## src/hw/cbm_regs.vh

```
`ifndef CBM_REGS_VH
`define CBM_REGS_VH

// ************************************************************
// command codes
// ************************************************************
`define CBM_OP_NOP      5'h00
`define CBM_OP_LOAD_IMM 5'h01
`define CBM_OP_IO_READ  5'h02
`define CBM_OP_IO_WRITE 5'h03
`define CBM_OP_STK_PUT  5'h04
`define CBM_OP_STK_PULL 5'h05
`define CBM_OP_MEM_OR   5'h06
`define CBM_OP_MEM_MASK 5'h07
`define CBM_OP_MEM_XOR  5'h08
`define CBM_OP_ROL      5'h09
`define CBM_OP_ROR      5'h0a
`define CBM_OP_LSL      5'h0b
`define CBM_OP_LSR      5'h0c
`define CBM_OP_ASR      5'h0d
`define CBM_OP_SWAP     5'h0e
`define CBM_OP_IO_BSET  5'h0f
`define CBM_OP_IO_BCLR  5'h10
`define CBM_OP_T_CAP    5'h11
`define CBM_OP_T_INS    5'h12
`define CBM_OP_FLAG_SET 5'h13
`define CBM_OP_FLAG_CLR 5'h14

// ************************************************************
// status flag bit positions
// ************************************************************
`define CBM_FLG_C 0
`define CBM_FLG_Z 1
`define CBM_FLG_N 2
`define CBM_FLG_V 3
`define CBM_FLG_S 4
`define CBM_FLG_H 5
`define CBM_FLG_T 6
`define CBM_FLG_I 7

// ************************************************************
// reset values and fixed indices
// ************************************************************
`define CBM_STATUS_FLAGS_REG_RST 8'h00
`define CBM_SP_RST   16'h0fff
`define CBM_Z_LO     5'd30
`define CBM_Z_HI     5'd31

// ************************************************************
// cycle counts, internal memory
// ************************************************************
`define CBM_CYC_SINGLE 1
`define CBM_CYC_PULL   2
`define CBM_CYC_RMW    2
`define CBM_CYC_EXTRA  1

`endif

```

## src/hw/cbm_shift_unit.v

```verilog
`timescale 1ns/1ps
`include "cbm_regs.vh"

module cbm_shift_unit (
  // operation select and operands
  input  wire [4:0] op_i,
  input  wire [7:0] val_i,
  input  wire [7:0] status_flags_reg_i,
  // result and updated flags
  output reg  [7:0] res_o,
  output reg  [7:0] status_flags_reg_o
);

  // ************************************************************
  // flag helper
  // ************************************************************
  // z, n, v = n ^ c, s = n ^ v for result r and carry c
  function [7:0] zncvs;
    input [7:0] s;
    input [7:0] r;
    input       c;
    reg   [7:0] f;
    begin
      f = s;
      f[`CBM_FLG_C] = c;
      f[`CBM_FLG_Z] = (r == 8'h00);
      f[`CBM_FLG_N] = r[7];
      f[`CBM_FLG_V] = r[7] ^ c;
      f[`CBM_FLG_S] = r[7] ^ (r[7] ^ c);
      zncvs = f;
    end
  endfunction

  // ************************************************************
  // shift, rotate and swap
  // ************************************************************
  // combinational result per operation
  always @* begin
    res_o  = val_i;
    status_flags_reg_o = status_flags_reg_i;
    case (op_i)
      `CBM_OP_ROL: begin
        res_o  = {val_i[6:0], status_flags_reg_i[`CBM_FLG_C]};
        status_flags_reg_o = zncvs(status_flags_reg_i, res_o, val_i[7]);
        status_flags_reg_o[`CBM_FLG_H] = val_i[3];
      end
      `CBM_OP_ROR: begin
        res_o  = {status_flags_reg_i[`CBM_FLG_C], val_i[7:1]};
        status_flags_reg_o = zncvs(status_flags_reg_i, res_o, val_i[0]);
      end
      `CBM_OP_LSL: begin
        res_o  = {val_i[6:0], 1'b0};
        status_flags_reg_o = zncvs(status_flags_reg_i, res_o, val_i[7]);
        status_flags_reg_o[`CBM_FLG_H] = val_i[3];
      end
      `CBM_OP_LSR: begin
        res_o  = {1'b0, val_i[7:1]};
        status_flags_reg_o = zncvs(status_flags_reg_i, res_o, val_i[0]);
      end
      `CBM_OP_ASR: begin
        res_o  = {val_i[7], val_i[7:1]};
        status_flags_reg_o = zncvs(status_flags_reg_i, res_o, val_i[0]);
      end
      `CBM_OP_SWAP: begin
        res_o  = {val_i[3:0], val_i[7:4]};
      end
      default: begin
        res_o  = val_i;
        status_flags_reg_o = status_flags_reg_i;
      end
    endcase
  end

endmodule

```

## src/hw/cbm_exec_core.v

```verilog
// Overview of operation
// - io_read and io_write move a byte register to/from I/O in one cycle.
// - stack_put writes a register to the stack in one cycle, flags kept.
// - stack_pull loads a register from the stack in two cycles, flags kept.
// - mem_fetch_or_bits returns RAM byte at Z, writes back register OR byte.
// - mem_fetch_mask_bits returns RAM byte, writes byte AND NOT register.
// - mem_fetch_xor_bits returns RAM byte, writes register XOR byte.
// - rotate_left_carry shifts up through carry, updates Z C N V H.
// - rotate_right_carry shifts down through carry, updates Z C N V.
// - io_bit_set sets one I/O register bit in one cycle.
// - io_bit_clear clears one I/O register bit in one cycle.
// - t_flag_capture copies a register bit into the transfer flag.
// - t_flag_insert copies the transfer flag into a register bit.
// - flag set commands force signed, carry, negative, zero flag to one.
// - flag clear commands force signed, carry, negative, zero, I to zero.
// - overflow flag set and clear each take one cycle.
// - half-carry flag set and clear each take one cycle.
// - memory cycle counts hold only for internal memory; external may wait.
// - flagged data-memory commands take one extra cycle on internal SRAM.
`timescale 1ns/1ps
`include "cbm_regs.vh"

module cbm_exec_core #(
  parameter [15:0] SP_RESET = `CBM_SP_RST
) (
  // clock, reset, enable
  input  wire        clk_sys_i,
  input  wire        rst_i,
  input  wire        ce_i,
  // command port
  input  wire        cmd_valid_i,
  output wire        cmd_ready_o,
  input  wire [4:0]  cmd_op_i,
  input  wire [4:0]  cmd_reg_i,
  input  wire [5:0]  cmd_io_addr_i,
  input  wire [2:0]  cmd_bit_i,
  input  wire [7:0]  cmd_data_i,
  output reg         done_o,
  // configuration
  input  wire        sram_extra_i,
  // data memory port
  output reg  [15:0] mem_addr_o,
  output reg         mem_re_o,
  output reg         mem_we_o,
  output reg  [7:0]  mem_wdata_o,
  input  wire [7:0]  mem_rdata_i,
  input  wire        mem_ready_i,
  // i/o register space
  output wire [5:0]  io_raddr_o,
  input  wire [7:0]  io_rdata_i,
  output reg  [5:0]  io_waddr_o,
  output reg         io_we_o,
  output reg  [7:0]  io_wdata_o,
  // state views
  output wire [7:0]  status_flags_o,
  output wire [15:0] sp_o,
  input  wire [4:0]  view_reg_i,
  output reg  [7:0]  view_data_o
);

  // ************************************************************
  // states
  // ************************************************************
  // idle takes commands; wait is the sram extra cycle
  // rmw and pull wait for read data from memory
  localparam [1:0] S_IDLE = 2'd0;
  localparam [1:0] S_WAIT = 2'd1;
  localparam [1:0] S_RMW  = 2'd2;
  localparam [1:0] S_PULL = 2'd3;

  // ************************************************************
  // storage
  // ************************************************************
  // registers, flags, stack pointer, sequencer
  reg [7:0]  rf_q [0:31];
  reg [7:0]  status_flags_reg_q;
  reg [15:0] sp_q;
  reg [1:0]  st_q;
  reg [4:0]  op_q;
  reg [4:0]  reg_q;
  integer    i;

  // ************************************************************
  // command decode
  // ************************************************************
  // taken only while idle and enabled; ce_i low holds all
  wire       take     = ce_i & cmd_valid_i & (st_q == S_IDLE);
  // operands from the port while idle, latched after
  wire [4:0] op_cur   = (st_q == S_IDLE) ? cmd_op_i : op_q;
  wire [4:0] reg_cur  = (st_q == S_IDLE) ? cmd_reg_i : reg_q;
  wire [7:0] reg_val  = rf_q[reg_cur];
  // z pointer is the top register pair
  wire [15:0] z_ptr   = {rf_q[`CBM_Z_HI], rf_q[`CBM_Z_LO]};

  // one-hot mask for a bit or flag position
  function [7:0] bit_sel;
    input [2:0] pos;
    begin
      bit_sel = 8'h01 << pos;
    end
  endfunction

  wire [7:0] bit_mask = bit_sel(cmd_bit_i);

  // memory commands that start with a memory access
  function is_mem;
    input [4:0] op;
    begin
      is_mem = (op == `CBM_OP_STK_PUT) || (op == `CBM_OP_STK_PULL) ||
               (op == `CBM_OP_MEM_OR) || (op == `CBM_OP_MEM_MASK) ||
               (op == `CBM_OP_MEM_XOR);
    end
  endfunction

  // sram extra cycle applies to every memory command
  // memory access issued now: at take or after the extra cycle
  wire need_extra = take & is_mem(cmd_op_i) & sram_extra_i;
  wire issue      = (take & is_mem(cmd_op_i) & ~sram_extra_i) |
                    (ce_i & (st_q == S_WAIT));

  // ready only while idle
  // combinational, so a command may follow done
  assign cmd_ready_o    = (st_q == S_IDLE);
  assign io_raddr_o     = cmd_io_addr_i;
  assign status_flags_o = status_flags_reg_q;
  assign sp_o           = sp_q;

  // ************************************************************
  // shift unit
  // ************************************************************
  wire [7:0] sh_res;
  wire [7:0] sh_status_flags_reg;

  // fed from the port: shifts commit on the take edge
  cbm_shift_unit u_shift (
    .op_i   (cmd_op_i),
    .val_i  (reg_val),
    .status_flags_reg_i (status_flags_reg_q),
    .res_o  (sh_res),
    .status_flags_reg_o (sh_status_flags_reg)
  );

  // ************************************************************
  // read-modify-write value
  // ************************************************************
  // new ram byte from old register and old ram byte
  // mask clears the register's one bits, xor toggles
  reg [7:0] rmw_val;
  always @* begin
    case (op_q)
      `CBM_OP_MEM_OR:   rmw_val = reg_val | mem_rdata_i;
      `CBM_OP_MEM_MASK: rmw_val = ~reg_val & mem_rdata_i;
      `CBM_OP_MEM_XOR:  rmw_val = reg_val ^ mem_rdata_i;
      default:          rmw_val = mem_rdata_i;
    endcase
  end

  // flag select for set and clear commands
  wire [7:0] flag_mask = bit_sel(cmd_bit_i);

  // ************************************************************
  // sequencer and memory strobes
  // ************************************************************
  // state advance; memory waits on ready for external ram
  always @(posedge clk_sys_i) begin
    if (rst_i) begin
      // back to idle with all strobes low
      st_q        <= S_IDLE;
      op_q        <= `CBM_OP_NOP;
      reg_q       <= 5'd0;
      sp_q        <= SP_RESET;
      mem_addr_o  <= 16'h0000;
      mem_re_o    <= 1'b0;
      mem_we_o    <= 1'b0;
      mem_wdata_o <= 8'h00;
      done_o      <= 1'b0;
    end else if (ce_i) begin
      // write strobe and done are one-cycle pulses
      mem_we_o <= 1'b0;
      done_o   <= 1'b0;
      // latch the command; the port may change after take
      if (take) begin
        op_q  <= cmd_op_i;
        reg_q <= cmd_reg_i;
      end
      // hold one idle cycle before the access
      if (need_extra) begin
        st_q <= S_WAIT;
      end
      // start the memory access
      if (issue) begin
        case (op_cur)
          `CBM_OP_STK_PUT: begin
            // write at sp, post-decrement, done at once
            mem_addr_o  <= sp_q;
            mem_wdata_o <= reg_val;
            mem_we_o    <= 1'b1;
            sp_q        <= sp_q - 16'h0001;
            done_o      <= 1'b1;
            st_q        <= S_IDLE;
          end
          `CBM_OP_STK_PULL: begin
            // pre-increment, read the new top
            mem_addr_o <= sp_q + 16'h0001;
            mem_re_o   <= 1'b1;
            sp_q       <= sp_q + 16'h0001;
            st_q       <= S_PULL;
          end
          default: begin
            // read-modify-write reads the byte at z
            mem_addr_o <= z_ptr;
            mem_re_o   <= 1'b1;
            st_q       <= S_RMW;
          end
        endcase
      end else if (take && !need_extra) begin
        // no memory phase: done at once
        done_o <= 1'b1;
      end
      // data phase completes when memory answers
      // mem_re_o stays high through wait states
      if ((st_q == S_RMW || st_q == S_PULL) && mem_ready_i) begin
        mem_re_o <= 1'b0;
        done_o   <= 1'b1;
        st_q     <= S_IDLE;
        if (st_q == S_RMW) begin
          // write back to the read address
          mem_wdata_o <= rmw_val;
          mem_we_o    <= 1'b1;
        end
      end
    end
  end

  // ************************************************************
  // register file and status flags
  // ************************************************************
  // single-cycle commands commit on the take edge
  always @(posedge clk_sys_i) begin
    if (rst_i) begin
      // clear every general register
      for (i = 0; i < 32; i = i + 1) begin
        rf_q[i] <= 8'h00;
      end
      status_flags_reg_q <= `CBM_STATUS_FLAGS_REG_RST;
    end else if (ce_i) begin
      // commands without a memory phase commit here
      if (take) begin
        case (cmd_op_i)
          // immediate load for setup
          `CBM_OP_LOAD_IMM: begin
            rf_q[cmd_reg_i] <= cmd_data_i;
          end
          `CBM_OP_IO_READ: begin
            rf_q[cmd_reg_i] <= io_rdata_i;
          end
          // result and flags from the shift unit
          `CBM_OP_ROL, `CBM_OP_ROR, `CBM_OP_LSL,
          `CBM_OP_LSR, `CBM_OP_ASR, `CBM_OP_SWAP: begin
            rf_q[cmd_reg_i]    <= sh_res;
            status_flags_reg_q <= sh_status_flags_reg;
          end
          // register bit into the transfer flag
          `CBM_OP_T_CAP: begin
            status_flags_reg_q[`CBM_FLG_T] <= reg_val[cmd_bit_i];
          end
          // transfer flag into one register bit
          `CBM_OP_T_INS: begin
            rf_q[cmd_reg_i][cmd_bit_i] <= status_flags_reg_q[`CBM_FLG_T];
          end
          // set and clear cover all eight flags
          `CBM_OP_FLAG_SET: begin
            status_flags_reg_q <= status_flags_reg_q | flag_mask;
          end
          `CBM_OP_FLAG_CLR: begin
            status_flags_reg_q <= status_flags_reg_q & ~flag_mask;
          end
          default: begin
            // other commands keep the flags
            status_flags_reg_q <= status_flags_reg_q;
          end
        endcase
      end
      // old ram byte returns to the register, flags untouched
      // take needs idle, so this never meets the case above
      if ((st_q == S_RMW || st_q == S_PULL) && mem_ready_i) begin
        rf_q[reg_q] <= mem_rdata_i;
      end
    end
  end

  // ************************************************************
  // i/o write port
  // ************************************************************
  // whole-byte write and single-bit set or clear
  always @(posedge clk_sys_i) begin
    if (rst_i) begin
      // no write strobe out of reset
      io_waddr_o <= 6'd0;
      io_we_o    <= 1'b0;
      io_wdata_o <= 8'h00;
    end else if (ce_i) begin
      io_we_o <= 1'b0;
      if (take) begin
        // address latched on take, used with the strobe
        io_waddr_o <= cmd_io_addr_i;
        case (cmd_op_i)
          `CBM_OP_IO_WRITE: begin
            io_wdata_o <= reg_val;
            io_we_o    <= 1'b1;
          end
          // current byte with one bit forced
          `CBM_OP_IO_BSET: begin
            io_wdata_o <= io_rdata_i | bit_mask;
            io_we_o    <= 1'b1;
          end
          `CBM_OP_IO_BCLR: begin
            io_wdata_o <= io_rdata_i & ~bit_mask;
            io_we_o    <= 1'b1;
          end
          default: begin
            // reads and other commands write nothing
            io_we_o <= 1'b0;
          end
        endcase
      end
    end
  end

  // ************************************************************
  // register view
  // ************************************************************
  // registered read-out of any general register
  // one cycle latency, held while ce_i is low
  always @(posedge clk_sys_i) begin
    if (rst_i) begin
      // view reads zero after reset
      view_data_o <= 8'h00;
    end else if (ce_i) begin
      view_data_o <= rf_q[view_reg_i];
    end
  end

endmodule

```

## config.mk

```make
export PLATFORM = sky130hd
export DESIGN_NAME = cbm_exec_core
export DESIGN_NICKNAME = d
export VERILOG_FILES = /design/src/hw/cbm_shift_unit.v /design/src/hw/cbm_exec_core.v
export VERILOG_INCLUDE_DIRS = /design/src /design/src/hw
export SDC_FILE = /design/constraint.sdc
export NUM_CORES = 1
export LEC_CHECK = 0
export BUFFER_PORTS_ARGS = -buffer_cell sky130_fd_sc_hd__buf_2
export CAP_MARGIN = 20
export CORE_ASPECT_RATIO = 1.2
export CORE_MARGIN = 5
export CORE_UTILIZATION = 52
export DETAILED_ROUTE_END_ITERATION = 7
export PLACE_DENSITY = 0.79
export SLEW_MARGIN = 30
export SYNTH_ARGS = -nofsm -noshare
export SYNTH_HDL_FRONTEND = slang
export SYNTH_SLANG_ARGS = --single-unit
```

## constraint.sdc

```tcl
create_clock -name clk_sys_i -period 3.6 [get_ports clk_sys_i]
set_input_delay 0.36 -clock clk_sys_i [delete_from_list [all_inputs] [get_ports clk_sys_i]]
set_output_delay 0.36 -clock clk_sys_i [all_outputs]
set_load 0.005 [all_outputs]
```

### Yosys cells after proc, flatten, opt, wreduce, memory -nomap -nowiden

Memory sizes are Yosys's and may differ from the RTL's. A register that Yosys moved wholly into a read port is not among the register bits.
Cells that the tools add are included.

| operators by class | value |
|---|---|
| $add $sub $neg | 2 |
| $lt $le $gt $ge | 2 |
| equality and inequality tests | 34 |
| shifts and indexed selects | 1 |
| multiplexer cells | 77 |
| bitwise logic cells | 34 |
| reductions and logical operators | 36 |

Operators by type and width:

| operator | count |
|---|---|
| $mux W8 | 11 |
| $pmux W16 S2 | 2 |
| $pmux W8 S3 | 2 |
| $pmux W8 S6 | 1 |
| $mux W1 | 47 |
| $eq A5 B4 Y1 const B | 9 |
| $eq A5 B3 Y1 const B | 8 |
| $pmux W6 S5 | 1 |
| $eq A5 B5 Y1 const B | 5 |
| $and A8 B8 Y8 | 3 |
| $logic_not A8 Y1 | 3 |
| $or A8 B8 Y8 | 3 |
| $mux W5 | 4 |
| $pmux W6 S3 | 1 |
| $add A16 B1 Y16 const B | 1 |
| $not A8 Y8 | 2 |
| $reduce_or A8 Y1 | 2 |
| $sub A16 B1 Y16 const B | 1 |
| $logic_not A7 Y1 | 2 |
| $reduce_and A4 Y1 | 3 |
| $reduce_bool A3 Y1 | 4 |
| $or A1 B1 Y1 | 11 |
| $eq A5 B2 Y1 const B | 2 |
| $reduce_and A3 Y1 | 3 |
| other kinds (28) | 55 |

| word-level totals | value |
|---|---|
| register bits | 78 |
| memory bits (writable) | 256 |
| bits of input ports | 54 |
| logic and storage cells | 203 |
| memories | 1 |

Memories:

| name | words | bits a word | rd ports | clocked after Yosys merged registers in | write ports | RTL line | source |
|---|---|---|---|---|---|---|---|
| rf_q | 32 | 8 | 4 | 1 | 32 | cbm_exec_core.v:75 | `reg [7:0] rf_q [0:31];` |

### Longest topological paths before layout

| logic depth | value |
|---|---|
| depth after elaboration | 12 |
| depth in mapped cells | 19 |

### Cells and area by module

From an unflattened synthesis, not the netlist that was laid out.

| second synthesis, totals | value |
|---|---|
| cell total of the unflattened synthesis | 2335 |
| area, all modules | 22664.2 um2 |

By module, submodules not included:

| module | instances | cells each | area each (um2) | seq. area each (um2) |
|---|---|---|---|---|
| cbm_exec_core | 1 | 2253 | 22071.2 | 9409.0 |
| cbm_shift_unit | 1 | 82 | 593.1 | 0.0 |

### Worst setup path before layout

No wires, ideal clock.

| path | value |
|---|---|
| path type | input -> register |
| start | input cmd_reg_i[0] |
| end | register status_flags_reg_q[1] (netlist: status_flags_o[1]) |
| library setup time | 0.100 ns |
| arrival | 3.120 ns |
| data required time | 3.500 ns |
| setup slack | 0.381 ns |
| cell stages on the path | 14 |
| buffers on the path | 2 |
| cell sequence | buf_2 > clkbuf_1 > mux2i_1 > nor2_1 > o32ai_1 > o21ai_0 > and4_1 > inv_2 > ha_1 > inv_1 > a21oi_1 > nand4_1 > or4b_4 > a2111oi_4 |

| on the way | value |
|---|---|
| longest elaborated chain between the ends | 5 |
| elaborated cells on any way between the ends | 9 |
| those cells by class | mux: 3; reduce/logical: 5; memory: 1 |

RTL lines:

| what | RTL line | source |
|---|---|---|
| start: declaration | cbm_exec_core.v:34 | `input wire [4:0] cmd_reg_i,` |
| $mux W5 (*) | cbm_exec_core.v:90 | `wire [4:0] reg_cur = (st_q == S_IDLE) ? cmd_reg_i : reg_q;` |
| $mem_v2 Z32 W8 (*) | -- |  |
| $logic_not A8 Y1 / $logic_not A7 Y1 (equally long branches) | cbm_shift_unit.v:26 | `` f[`CBM_FLG_Z] = (r == 8'h00); `` |
| $pmux W6 S5 (*) | cbm_shift_unit.v:41 | `case (op_i)` |
| $pmux W6 S3 (*) | cbm_exec_core.v:249 | `case (cmd_op_i)` |
| end signal: assignment | cbm_exec_core.v:245 | `` status_flags_reg_q <= `CBM_STATUS_FLAGS_REG_RST; `` |
| end signal: assignment | cbm_exec_core.v:261 | `status_flags_reg_q <= sh_status_flags_reg;` |
| end signal: indexed assignment | cbm_exec_core.v:265 | `` status_flags_reg_q[`CBM_FLG_T] <= reg_val[cmd_bit_i]; `` |
| end: declaration | cbm_exec_core.v:76 | `reg [7:0] status_flags_reg_q;` |

Mark *: on every way between the ends. The rest lies on a longest branch, timed or not. The select of a mux whose other input is x is not followed.
A chain may end at the register's enable or synchronous reset.

### Worst setup path after layout

| path | value |
|---|---|
| start | register st_q[0] |
| end | register mem_wdata_o[6] |

| on the way | value |
|---|---|
| longest elaborated chain between the ends | 8 |
| elaborated cells on any way between the ends | 24 |
| those cells by class | eq/ne: 4; mux: 7; bitwise: 9; reduce/logical: 3; memory: 1 |

RTL lines:

| what | RTL line | source |
|---|---|---|
| start: declaration | cbm_exec_core.v:78 | `reg [1:0] st_q;` |
| start signal: assignment | cbm_exec_core.v:168 | `st_q <= S_IDLE;` |
| start signal: assignment | cbm_exec_core.v:188 | `st_q <= S_WAIT;` |
| start signal: assignment | cbm_exec_core.v:200 | `st_q <= S_IDLE;` |
| $logic_not A2 Y1 | cbm_exec_core.v:87, cbm_exec_core.v:89, cbm_exec_core.v:90 |  |
| $mux W5 / $and A1 B1 Y1 (equally long branches) | cbm_exec_core.v:90, cbm_exec_core.v:87 |  |
| $mem_v2 Z32 W8 / $and A1 B1 Y1 (equally long branches) | -- |  |
| $not A8 Y8 / $and A1 B1 Y1 (equally long branches) | cbm_exec_core.v:152, cbm_exec_core.v:118 |  |
| $and A8 B8 Y8 / $or A1 B1 Y1 (equally long branches) | cbm_exec_core.v:152, cbm_exec_core.v:118 |  |
| $pmux W8 S3 / $mux W8 (equally long branches) | cbm_exec_core.v:150, cbm_exec_core.v:191 |  |
| $mux W8 | cbm_exec_core.v:226 | `if (st_q == S_RMW) begin` |
| $mux W8 (*) | cbm_exec_core.v:222 | `if ((st_q == S_RMW \|\| st_q == S_PULL) && mem_ready_i) begin` |
| end signal: assignment | cbm_exec_core.v:196 | `mem_wdata_o <= reg_val;` |
| end signal: assignment | cbm_exec_core.v:228 | `mem_wdata_o <= rmw_val;` |
| end: declaration | cbm_exec_core.v:45 | `output reg [7:0] mem_wdata_o,` |

Mark *: on every way between the ends. The rest lies on a longest branch, timed or not.

==> reports/metrics.csv <==
stage;metric;value;unit
run;cap_violations;0;
power_and_ir_drop;power_frac_clock;38.8;%
synthesis;synth-edff-count;256;
setup_path;cp_max_fo;16;
placed_design;place_ws;-0.1710;ns
clock_network;cts_tree;yes;
floorplan;core_area;45840;um2
synthesis;ys_top_cells_by_area;edfxtp_1 (32%), mux2i_1 (11%), o21bai_1 (8.0%), mux4_2 (7.5%), dfxtp_1 (7.2%);
placed_design;place_congestion;1.014;
setup_path;start_kind;flop;
synthesis;synthFlopType;edfxtp_1;
sta;tns;0;ns
setup_path;end_kind;flop;
clock_network;cts.sinks;342;
synthesis;avgSynthCellArea;9.716;um2
synthesis;synth_cells;2471;
clock_network;clk_path_buf_depth;3;
run_status;status;finished clean;
synthesis;ys_seq_area_share;39.19;%
finish;nets;2622;
global_route;grt_use_total;31.67;%
global_route;overflow;0;
placed_design;io_buffers;134;
power_and_ir_drop;switchingPower;3.043;mW
min_path;hold_start;cmd_io_addr_i[4];
synthesis;synth_nets;2544;
power_and_ir_drop;peakVddDrop;0.3217;mV
drt;drt_drc_violations_left;0;
drt;drtPass1Iterations;6;
finish;layout_common_cells;nor2_1 (438), mux2i_1 (260), o21bai_1 (257), edfxtp_1 (256), nand2_1 (145);
drt;avgViaCountPerCell;6.701;
sta;tightestPinTransition;0.8689;ns
min_path;min_to;io_waddr_o[4];
synthesis;yosysTopAreaCellShare;32.02;%
finish;n_antenna_cell;0;
sta;whs;0.05327;ns
clock_network;insertion_delay;0.56;ns
drt;route.vias.total;21404;
setup_path;reg2reg_slack;0.05;ns
synthesis;synthArstFlopShare;0;%
synthesis;synthesis.area;24010;um2
drt;postRouteWirelength;83.15;mm
global_route;antenna_found_initial;0;
sta;slew_viol_final;0;
sta;setup_viol;0;
setup_path;worstPathRequired;4.00;ns
power_and_ir_drop;intPower;7.647;mW
power_and_ir_drop;power_frac_seq;41.8;%
floorplan;ios;135;
clock_network;hold_buffers;0;
synthesis;synth_seq_cells;342;
floorplan;die_y;245.4;um
global_route;grt_max_degree;119;
clock_network;root_buffer;clkbuf_16;
sta;slew-limit-headroom;42.07;%
setup_path;r2r_cells;16;
synthesis;synth.distinct_cells;90;
floorplan;fp.dieW;206.2;um
setup_path;timing_worst_setup_path_type;reg2reg;
synthesis;synth_area_leader_cell;edfxtp_1;
drt;dr.first_iter.drc_count;2413;
sta;fin_ws;0.04688;ns
power_and_ir_drop;power_density;390.1;nW/um2
min_path;hold_path_depth;3;
min_path;hold_path_class;in2reg;
setup_path;r2r_end;mem_wdata_o[6];
power_and_ir_drop;p_sw_share;28.47;%
finish;post-route-util;59.78;%
placed_design;dp_hpwl;57.75;mm
sta;min_period_over_period;98.70;%
sta;final.min_clock_period;3.553;ns
clock_network;path_clk_slew;0.06;ns
global_route;grt_pass1_vias;20841;
synthesis;yosys_warnings;0;
power_and_ir_drop;combPwrFrac;19.4;%
global_route;grt_pass1_wl;123.9;mm
sta;max_freq;281.4;MHz
floorplan;dieArea;50590;um2
floorplan;initial_utilization;52.38;%
floorplan;placementRows;86;
setup_path;r2r-start;st_q[0];
drt;wl_per_cell;26.03;um
clock_network;htreeDepth;2;
finish;area_delta_synth_final;14.13;%
drt;ant_nets;0;
sta;skew;0.02570;ns
power_and_ir_drop;power;10.69;mW
power_and_ir_drop;leakagePower;9.910;nW
clock_network;cts_buffers;38;
sta;rsz0062_at_grt;false;
setup_path;worst_ep_arrival_time;3.95;ns
sta;hold_viol;0;
finish;drive_gt1_share;20.75;%
finish;final_common_cell;nor2_1;
==> per-layer routing <==
metal  up-vias  part of all wire (%)  track usage (%)
li1       9316                     -                -
met1     10371                    35            38.26
met2      1363                    47            51.50
met3       354                   9.1            4.973
met4         0                   8.5            22.49
met5         -                     0                0
==> cells in the mapped netlist, types with 8 or more instances <==
cell      number
xor2_1        13
ha_1          19
mux4_2        80
mux2i_1      261
nor2b_1       17
o21ai_1       24
edfxtp_1     256
buf_2         59
o21ai_0       55
nand3_1       17
buf_1         18
buf_4         16
clkbuf_1     158
buf_6         11
o21bai_1     257
or3_1         10
and3_1        32
a211oi_1      78
xnor2_1       14
a22o_1         8
nor3_1        21
a21oi_2       30
dfxtp_1       86
o32ai_1       48
nand4_1        9
nand2_1      146
inv_1         29
a221oi_1       9
nor4_1         9
nor2_1       445
a21oi_1       91
nand2b_1      13
==> power groups by stage <==
stage               Clock (mW)  Combinational (mW)  Sequential, mW
detailed placement           0                1.96            4.55
CTS                       4.18                1.99            4.46
global placement             0                1.92            4.54
global route              4.33                2.17            4.48
floorplan                    0                1.25            4.50
finish                    4.14                2.07            4.47
==> worst max-delay path, stage by stage (launching register included) <==
cell and delay, ns:
dfxtp_1 0.31, or2_2 0.36, buf_12 0.17, inv_6 0.16
buf_6 0.19, buf_12 0.19, mux2i_1 0.24, o32ai_1 0.14
o21ai_1 0.32, nand4_1 0.23, buf_12 0.22, ha_1 0.17
nand2_1 0.06, o21ai_0 0.08, a221oi_1 0.28, a22o_1 0.18
a211oi_1 0.07
==> logic make-up after synthesis <==
family	after synthesis	share of synthesized area, %
simple gates	762	14.07
xor+xnor	27	0.9850
flops	342	39.19
compound gates	681	20.66
fa+ha+maj	19	0.9902
buf+inv	297	5.607
mux	343	18.51
==> worst max path at each step <==
stage / start / end / slack, ns / depth (start not counted)
after floorplan: cmd_reg_i[0] / status_flags_o[1] / 0.38 / 14
after global placement: st_q[0] / rf_q[20][0] / -0.09 / 13
after detailed placement: st_q[0] / rf_q[9][0] / -0.17 / 13
after CTS: st_q[0] / rf_q[18][7] / 0.000007 / 15
after global routing: st_q[0] / mem_wdata_o[6] / 0.0004 / 16
final: st_q[0] / mem_wdata_o[6] / 0.05 / 16
==> sequential cells by signal (all words and copies together), names as in the netlist, named ones only <==
| register | flops |
|---|---|
| reg_q | 5 |
| mem_we_o | 1 |
| done_o | 1 |
| mem_addr_o | 16 |
| io_wdata_o | 8 |
| status_flags_o | 7 |
| io_waddr_o | 6 |
| op_q | 5 |
| mem_re_o | 1 |
| rf_q | 256 |
| io_we_o | 1 |
| view_data_o | 8 |
| st_q | 2 |
| sp_o | 16 |
| mem_wdata_o | 8 |
==> final cells by class <==
type	instances	area (um2)
tap	616	770.7
clock buffer	48	1051
sequential	342	9414
inverter	32	125.1
clock inverter	21	256.5
fill	3763	18440
timing repair buffer	303	2379
multi-input combinational	1832	13410
==> through the flow <==
stage / cell area [um2] / cells
global placement: 25950 / 3121
finish: 27400 / 3194
CTS: 27300 / 3190
floorplan: 24010 / 2471
detailed placement: 25950 / 3121
global route: 27400 / 3194
==> repair_timing <==
action / in CTS / in global routing
cloned: 0 / 2
endpoints found under the hold margin: 0 / 0
pin swaps: 0 / 4
setup buffers: 0 / 2
setup endpoints to repair: 199 / 190
gates resized for setup: 8 / 13
(Power assumes the default switching activity.)
